File: src/common/csf_pkg.sv
// Constants and carrier types for the status flag and register set block.
// Assumes a single processor clock and a synchronous active-high reset.
`default_nettype none
package csf_pkg;
  // ----------------------------------------------------------------
  // Flag word layout
  // ----------------------------------------------------------------
  localparam int unsigned CSF_BIT_CARRY = 0;
  localparam int unsigned CSF_BIT_PARITY = 2;
  localparam int unsigned CSF_BIT_HALF = 4;
  localparam int unsigned CSF_BIT_ZERO = 6;
  localparam int unsigned CSF_BIT_SIGN = 7;
  localparam int unsigned CSF_BIT_TRAP = 8;
  localparam int unsigned CSF_BIT_INTEN = 9;
  localparam int unsigned CSF_BIT_DIR = 10;
  localparam int unsigned CSF_BIT_OVFL = 11;
  localparam logic [15:0] CSF_RESULT_MASK = 16'h08D5;
  localparam logic [15:0] CSF_CTRL_MASK = 16'h0700;
  localparam logic [15:0] CSF_FLAGS_RESET = 16'h0000;
  localparam logic [15:0] CSF_REG_RESET = 16'h0000;
  // Count of the byte-splittable registers, slots 0 to 3
  localparam int unsigned CSF_NUM_BYTE_REGS = 4;

  // ----------------------------------------------------------------
  // Operations
  // ----------------------------------------------------------------
  typedef enum logic [2:0] {
    CSF_OP_ADD = 3'h0,
    CSF_OP_ADC = 3'h1,
    CSF_OP_SUB = 3'h2,
    CSF_OP_SBB = 3'h3,
    CSF_OP_AND = 3'h4,
    CSF_OP_OR = 3'h5,
    CSF_OP_XOR = 3'h6,
    CSF_OP_PASS = 3'h7
  } csf_op_e;

  // Register write request from the execution unit
  typedef struct packed {
    logic en;
    logic [2:0] idx;
    logic [1:0] lanes;
    logic [15:0] data;
  } csf_wr_s;

  // ALU request
  typedef struct packed {
    logic en;
    csf_op_e op;
    logic byte_mode;
    logic [15:0] a;
    logic [15:0] b;
  } csf_alu_s;
endpackage
`default_nettype wire

File: src/core/csf_regfile.sv
// Eight-entry general register memory with registered read data.
// Assumes byte-lane writes come from the execution unit on core_clk.
`default_nettype none
module csf_regfile
  import csf_pkg::*;
#(
  parameter int unsigned DEPTH = 8
) (
  // Clock and reset
  input wire logic core_clk,
  input wire logic reset,
  // Write port
  input wire csf_wr_s wr,
  // Read ports
  input wire logic [2:0] rd_a_idx,
  input wire logic [2:0] rd_b_idx,
  output logic [15:0] rd_a_q,
  output logic [15:0] rd_b_q,
  // Stored words, for the address operand paths
  output logic [DEPTH-1:0][15:0] mem_q
);
  typedef struct packed {
    logic [DEPTH-1:0][15:0] mem;
    logic [15:0] ra;
    logic [15:0] rb;
  } csf_rf_s;

  csf_rf_s st_q, st_d;
  logic [1:0] lanes_v;

  always_comb begin
    st_d = st_q;
    // only the low slots split into bytes; others take whole words
    lanes_v = (32'(wr.idx) < CSF_NUM_BYTE_REGS) ? wr.lanes : 2'h3;
    if (wr.en) begin
      if (lanes_v[0]) begin
        st_d.mem[wr.idx][7:0] = wr.data[7:0];
      end
      if (lanes_v[1]) begin
        st_d.mem[wr.idx][15:8] = wr.data[15:8];
      end
    end
    st_d.ra = st_d.mem[rd_a_idx];
    st_d.rb = st_d.mem[rd_b_idx];
  end

  // static storage, holds while clock stops
  always_ff @(posedge core_clk) begin
    if (reset) begin
      st_q <= '0;
    end else begin
      st_q <= st_d;
    end
  end

  assign rd_a_q = st_q.ra;
  assign rd_b_q = st_q.rb;
  assign mem_q = st_q.mem;
endmodule // csf_regfile
`default_nettype wire

File: src/core/csf_core.sv
// Flag word, segment registers, instruction pointer and general registers.
// Assumes the execution unit issues one request per cycle on core_clk.
`default_nettype none
module csf_core
  import csf_pkg::*;
#(
  parameter int unsigned NUM_GEN = 8,
  parameter int unsigned NUM_SEG = 4
) (
  // Clock and reset
  input wire logic core_clk,
  input wire logic reset,
  // ALU request
  input wire csf_alu_s alu,
  // General register access
  input wire csf_wr_s gen_wr,
  input wire logic [2:0] rd_a_idx,
  input wire logic [2:0] rd_b_idx,
  output logic [15:0] rd_a_q,
  output logic [15:0] rd_b_q,
  // Addressing: base and index select
  input wire logic [1:0] base_sel,
  input wire logic [1:0] index_sel,
  input wire logic [15:0] disp,
  output logic [15:0] eff_offset_q,
  // Segment registers
  input wire logic seg_wr_en,
  input wire logic [1:0] seg_idx,
  input wire logic [15:0] seg_data,
  output logic [NUM_SEG-1:0][15:0] seg_q,
  // Instruction pointer
  input wire logic instr_done,
  input wire logic [3:0] instr_len,
  input wire logic ip_load,
  input wire logic [15:0] ip_data,
  output logic [15:0] ip_q,
  // Flag word control
  input wire logic flags_load,
  input wire logic [15:0] flags_data,
  input wire logic maskable_req,
  input wire logic string_step,
  output logic [15:0] flags_q,
  output logic [15:0] alu_result_q,
  output logic take_maskable_q,
  output logic single_step_irq_q,
  output logic [15:0] string_delta_q
);
  typedef struct packed {
    logic [15:0] flags;
    logic [NUM_SEG-1:0][15:0] seg;
    logic [15:0] ip;
    logic [15:0] res;
    logic [15:0] eff;
    logic take_int;
    logic step_irq;
    logic [15:0] delta;
    logic trap_armed;
  } csf_core_s;

  csf_core_s st_q, st_d;
  logic [16:0] sum;
  logic [4:0] nib;
  logic [15:0] res;
  logic cin, sub_op, cout, hc, ovf, msb, zero;
  logic [15:0] base_v, index_v;
  logic [15:0] bx_v, bp_v, si_v, di_v;
  logic [NUM_GEN-1:0][15:0] gen_regs;

  csf_regfile #(.DEPTH(NUM_GEN)) u_regfile (
    .core_clk(core_clk),
    .reset(reset),
    .wr(gen_wr),
    .rd_a_idx(rd_a_idx),
    .rd_b_idx(rd_b_idx),
    .rd_a_q(rd_a_q),
    .rd_b_q(rd_b_q),
    .mem_q(gen_regs)
  );

  // ----------------------------------------------------------------
  // Arithmetic
  // ----------------------------------------------------------------
  always_comb begin
    sub_op = (alu.op == CSF_OP_SUB) || (alu.op == CSF_OP_SBB);
    cin = ((alu.op == CSF_OP_ADC) || (alu.op == CSF_OP_SBB))
          && st_q.flags[CSF_BIT_CARRY];
    if (sub_op) begin
      sum = {1'b0, alu.a} - {1'b0, alu.b} - {16'h0000, cin};
      nib = {1'b0, alu.a[3:0]} - {1'b0, alu.b[3:0]} - {4'h0, cin};
    end else begin
      sum = {1'b0, alu.a} + {1'b0, alu.b} + {16'h0000, cin};
      nib = {1'b0, alu.a[3:0]} + {1'b0, alu.b[3:0]} + {4'h0, cin};
    end
    unique case (alu.op)
      CSF_OP_AND: res = alu.a & alu.b;
      CSF_OP_OR: res = alu.a | alu.b;
      CSF_OP_XOR: res = alu.a ^ alu.b;
      CSF_OP_PASS: res = alu.a;
      default: res = sum[15:0];
    endcase
    if (alu.byte_mode) begin
      res = {8'h00, res[7:0]};
    end
    msb = alu.byte_mode ? res[7] : res[15];
    zero = alu.byte_mode ? (res[7:0] == 8'h00) : (res == 16'h0000);
    // Logical ops leave carry and overflow cleared
    cout = 1'b0;
    ovf = 1'b0;
    hc = 1'b0;
    if (alu.op <= CSF_OP_SBB) begin
      cout = alu.byte_mode ? (alu.a[8] ^ alu.b[8] ^ sum[8]) : sum[16];
      hc = nib[4];
      if (alu.byte_mode) begin
        ovf = sub_op ? ((alu.a[7] ^ alu.b[7]) & (alu.a[7] ^ res[7]))
                     : (~(alu.a[7] ^ alu.b[7]) & (alu.a[7] ^ res[7]));
      end else begin
        ovf = sub_op ? ((alu.a[15] ^ alu.b[15]) & (alu.a[15] ^ res[15]))
                     : (~(alu.a[15] ^ alu.b[15]) & (alu.a[15] ^ res[15]));
      end
    end
  end

  // ----------------------------------------------------------------
  // Address operands
  // ----------------------------------------------------------------
  // Fixed slots: 3 base word, 5 frame base, 6 source, 7 destination.
  // Taps the stored words so an address never waits a read cycle.
  assign bx_v = gen_regs[3];
  assign bp_v = gen_regs[5];
  assign si_v = gen_regs[6];
  assign di_v = gen_regs[7];

  always_comb begin
    unique case (base_sel)
      2'h1: base_v = bx_v;
      2'h2: base_v = bp_v;
      default: base_v = 16'h0000;
    endcase
    unique case (index_sel)
      2'h1: index_v = si_v;
      2'h2: index_v = di_v;
      default: index_v = 16'h0000;
    endcase
  end

  // ----------------------------------------------------------------
  // Next state
  // ----------------------------------------------------------------
  always_comb begin
    st_d = st_q;
    st_d.step_irq = 1'b0;
    st_d.take_int = 1'b0;
    // Carry out of the 16-bit sum is dropped
    st_d.eff = base_v + index_v + disp;
    if (alu.en) begin
      st_d.res = res;
      st_d.flags[CSF_BIT_CARRY] = cout;
      st_d.flags[CSF_BIT_PARITY] = ~(^res[7:0]);
      st_d.flags[CSF_BIT_HALF] = hc;
      st_d.flags[CSF_BIT_ZERO] = zero;
      st_d.flags[CSF_BIT_SIGN] = msb;
      st_d.flags[CSF_BIT_OVFL] = ovf;
    end
    if (flags_load) begin
      st_d.flags = (flags_data & (CSF_RESULT_MASK | CSF_CTRL_MASK));
    end
    st_d.flags = st_d.flags & (CSF_RESULT_MASK | CSF_CTRL_MASK);
    if (seg_wr_en) begin
      st_d.seg[seg_idx] = seg_data;
    end
    if (ip_load) begin
      st_d.ip = ip_data;
    end else if (instr_done) begin
      st_d.ip = st_q.ip + {12'h000, instr_len};
    end
    // trap after next instruction, then clear
    if (instr_done && st_q.trap_armed) begin
      st_d.step_irq = 1'b1;
      st_d.flags[CSF_BIT_TRAP] = 1'b0;
      st_d.trap_armed = 1'b0;
    end else begin
      st_d.trap_armed = st_q.flags[CSF_BIT_TRAP];
    end
    st_d.take_int = maskable_req && instr_done
                    && st_q.flags[CSF_BIT_INTEN];
    if (string_step) begin
      st_d.delta = st_q.flags[CSF_BIT_DIR] ? 16'hFFFF : 16'h0001;
    end
  end

  always_ff @(posedge core_clk) begin
    if (reset) begin
      st_q <= '0;
    end else begin
      st_q <= st_d;
    end
  end

  assign flags_q = st_q.flags;
  assign seg_q = st_q.seg;
  assign ip_q = st_q.ip;
  assign alu_result_q = st_q.res;
  assign eff_offset_q = st_q.eff;
  assign take_maskable_q = st_q.take_int;
  assign single_step_irq_q = st_q.step_irq;
  assign string_delta_q = st_q.delta;
endmodule // csf_core
`default_nettype wire

File: config.mk
export PLATFORM = sky130hd
export DESIGN_NAME = csf_core
export DESIGN_NICKNAME = d
export VERILOG_FILES = /design/src/common/csf_pkg.sv /design/src/core/csf_regfile.sv /design/src/core/csf_core.sv
export SDC_FILE = /design/constraint.sdc
export NUM_CORES = 1
export LEC_CHECK = 0
export BUFFER_PORTS_ARGS = -buffer_cell sky130_fd_sc_hd__buf_2
export CAP_MARGIN = 20
export CORE_MARGIN = 5
export CORE_UTILIZATION = 40
export DETAILED_ROUTE_END_ITERATION = 10
export PLACE_DENSITY = 0.69
export SLEW_MARGIN = 20
export SYNTH_ARGS = -nofsm -noshare
export SYNTH_HDL_FRONTEND = slang
export SYNTH_SLANG_ARGS = --single-unit
File: constraint.sdc
create_clock -name core_clk -period 5.6 [get_ports core_clk]
set_input_delay 0.84 -clock core_clk [delete_from_list [all_inputs] [get_ports core_clk]]
set_output_delay 0.84 -clock core_clk [all_outputs]
set_load 0.01 [all_outputs]
==> summary.md <==
| Metric | Value |
|---|---|
| Outcome | finished, final reports clean |
| RSZ-0062 raised after global routing | no |
| GRT Resource Usage Total | 0.202 |
| CTS root buffer | clkbuf_16 |
| Finished Core Util | 0.445 |
| Largest net degree at the start of global routing | 183 |
| Total leakage power | 8.98 nW |
| CP max FO | 16 |
| Largest incremental delay on the critical path | 0.57 ns |
| Chip height | 227 um |
| Share of flip-flops with an asynchronous set or reset | 0 |
| Worst path cell trace | buf_2, inv_1, ha_1, a22oi_1, nor2_1, fa_1, ha_1, inv_1, fa_1, nor2b_1, o21a_1, o21ai_1, a21oi_1, o2111a_1, or3_1, a41oi_1, mux2_2 |
| Min-delay worst type | flop to flop |
| Cell Area, Synth | 18,900 um2 |
| Final ANT Viol Nets | 0 |
| Die Wd | 227 um |
| Instance area at placement | 19,600 um2 |
| Final period util | 0.754 |
| Worst Path Arrival | 4.69 ns |
| Worst IR drop on VDD | 0.000187 V |
| R2R Path Start | flags_q[0]$_SDFFE_PP0P_ |
| Worst path top cell family by delay | adder cells |
| Max layer used | met5 |
| Metal3 WL | 4050 um |
| Syn_area_per_cell | 8.26 um2 |
| Total global routing overflow | 0 |
| Hold depth | 2 |
| Vias/cell | 5.69 |
| Initial Utilization | 0.405 |
| Final instance area | 20,800 um2 |
| Boundary pin count | 325 |
| Number of global-route vias before repair | 16,200 |
| Fillers | 4,514 |
| Worst slew margin | 0.212 |
| Area share of the largest cell type after synthesis | 0.303 |
| Pre-antenna DRT Iters | 6 |
| Final Hold Fails | 0 |
| Setup Buffers After CTS | 0 |
| Die area | 51,700 um2 |
| Slew Limit Fails | 0 |
| Synth cell count leaders | 286 x dfxtp_1, 259 x nor2_1, 238 x nand2_1 |
| CP Launch Point | base_sel[1] |
| Core Area | 46,700 um2 |
| EDFF count, synth | 0 |
| Tot Pwr | 0.00538 W |
| Worst path bufs/invs | 3 |
| Crit Path Category | input pin to flop |
| Netlist cell types | 71 |
| Compound-Gate Fraction of Synth Area | 0.193 |
| Clk sink count | 286 |
| Slew @ Worst Pin | 1.18 ns |
| Crit path depth | 17 |
| Share of cells above drive strength 1 | 0.195 |
| NumNets Final | 2,598 |
| Startpoint types | input pin |
| Drt wl/cell | 18.5 um |
| Worst setup EP type | flop |
| Largest area contributor in the netlist | dfxtp_1 |
| Num rows | 79 |
| Simple-gate share of the synthesized area | 0.165 |
| Initial antenna violation count | 14 |
| Syn-to-layout area delta | 9.77% |
| Total CTS buffers | 31 |
| Met2 wire length | 25,700 um |
| Max Clk Rate | 0.237 GHz |
| Worst hold start | seg_q[30]$_SDFFE_PP0P_ |
| Via count | 16,900 |
| Endpoints failing setup | 0 |
| Fin crit period | 4.22 ns |
| Placer Congestion | 0.881 |
| Dominant cell by count in the synthesized netlist | dfxtp_1 |
| Post-Syn Instances | 2,288 |
| Post-synthesis xor/xnor area fraction | 0.0204 |
| CTS resizes | 0 |
| DP HPWL | 40,600 um |
| CTS max path bufs | 3 |
| Mux contribution to synthesized area | 0.126 |
| DRC violations left | 0 |
| Register area share after synthesis | 0.303 |
| Yosys reg bits | 286 |
| Slowest cell on the critical path | ha_1 |
| Synth area leaders | dfxtp_1 30%, mux2i_1 6.6%, ha_1 5.8%, buf_4 5.8%, mux4_2 5.4% |
| CTS tree | built |
| IO Port Bufs | 310 |
| Overall routed net length | 55,200 um |
| Largest family of logic cells by synthesized area | compound AO/OA/AOI/OAI gates |
| Critical path required time | 6.06 ns |
| Max-Cap Viols | 0 |
| Yosys synthesis warning count | 0 |
| H-tree levels | 1 |
| Cts hold-fix bufs | 0 |
| Setup_tns | 0 ns |
| Clock slew at reported path FFs | 0.06 ns |
| Reg2reg path depth | 17 |
| 1st-iter DRT viols | 1,283 |
| First-pass GRT wire length | 86,300 um |
| Adder-Cell Fraction of Synth Area | 0.0805 |
| Top_reg_cell synth | dfxtp_1 |
| Final Skew | 0.0204 ns |
| Worst-Skew Late Latency | 0.59 ns |
| Pwr dens | 259 nW/um2 |
| WL met1 | 23,300 um |
==> worst register-to-register path, cell delays in order (launching register included) <==
cell	delay, ns
dfxtp_1	0.40
nand3_1	0.22
fa_1	0.47
ha_1	0.31
a211oi_1	0.45
o221ai_1	0.20
xor2_1	0.19
o32a_1	0.22
a21oi_1	0.08
a21oi_1	0.25
inv_1	0.08
ha_1	0.29
xnor2_1	0.20
xnor2_1	0.12
mux2i_1	0.15
nor2_1	0.05
a21oi_1	0.12
nor2_1	0.04
==> final timing paths <==
path	endpoint	slack (ns)
worst min register to register	seg_q[30]$_SDFFE_PP0P_	0.45
worst max register to register	flags_q[2]$_SDFFE_PP0P_	1.61
worst min-delay path	seg_q[30]$_SDFFE_PP0P_	0.45
worst max-delay path	eff_offset_q[15]$_SDFF_PP0_	1.38
==> sequential cells by signal, summed over array words and instances (netlist names) <==
signal / flops
take_maskable_q: 1
u_regfile.rd_a_q: 16
single_step_irq_q: 1
eff_offset_q: 16
string_delta_q: 2
alu_result_q: 16
ip_q: 16
flags_q: 9
st_q: 1
u_regfile.rd_b_q: 16
seg_q: 64
u_regfile.mem_q: 128
==> placed cells by master, fill, tap and decap left out, types with 35 or more instances in the layout <==
cell,netlist,routed
nor2_1,259,257
o22ai_1,35,35
nand2b_1,44,44
mux4_2,45,45
ha_1,88,88
mux2i_1,124,124
nor3_1,36,36
nand2_1,238,238
nand3_1,35,35
o21ai_0,106,106
inv_1,94,94
a21oi_1,148,148
o221ai_1,35,35
buf_2,18,308
a211oi_1,69,69
dfxtp_1,286,286
==> cell families (layout without fill, tap and decap cells) <==
family / count (synthesis) / after routing
mux: 179 / 179
xor+xnor: 44 / 44
buf+inv: 408 / 479
compound gates: 556 / 556
other cells: 1 / 15
flops: 286 / 286
simple gates: 705 / 705
fa+ha+maj: 109 / 109
==> metal layers <==
metal	vias to the layer above	GRT usage
li1	8076	-
met4	14	0.0762
met5	-	0
met1	8059	0.263
met2	644	0.330
met3	154	0.0440
==> area by class of cell <==
type                            count  area, um2  area share
Tap cell                          607        759      0.0366
Inverter                           96        360      0.0174
Multi-Input combinational cell   1600      11100       0.535
Clock inverter                     13        161     0.00778
Antenna cell                        8       20.0    0.000965
Clock buffer                       43        911      0.0439
Timing Repair Buffer              327       1700      0.0821
Sequential cell                   286       5730       0.276
==> through the flow <==
stage / worst slack [ns] / instances / hold WS, ns
after floorplan: 1.07 / 2294 / 0.425
after global routing: 1.18 / 2975 / 0.471
after detailed placement: 0.833 / 2916 / 0.444
after global placement: 0.891 / 2916 / 0.439
after CTS: 1.43 / 2972 / 0.452
final: 1.38 / 2980 / 0.451
==> power breakdown <==
group          internal (W)  leakage (nW)  switching (W)  total, W
Sequential          0.00211          2.33      0.0000411   0.00215
Combinational      0.000424          6.13       0.000661   0.00108
Clock               0.00127         0.519       0.000871   0.00214
Total               0.00381          8.98        0.00157   0.00538
Note: power is estimated with default switching activity, not from simulation.
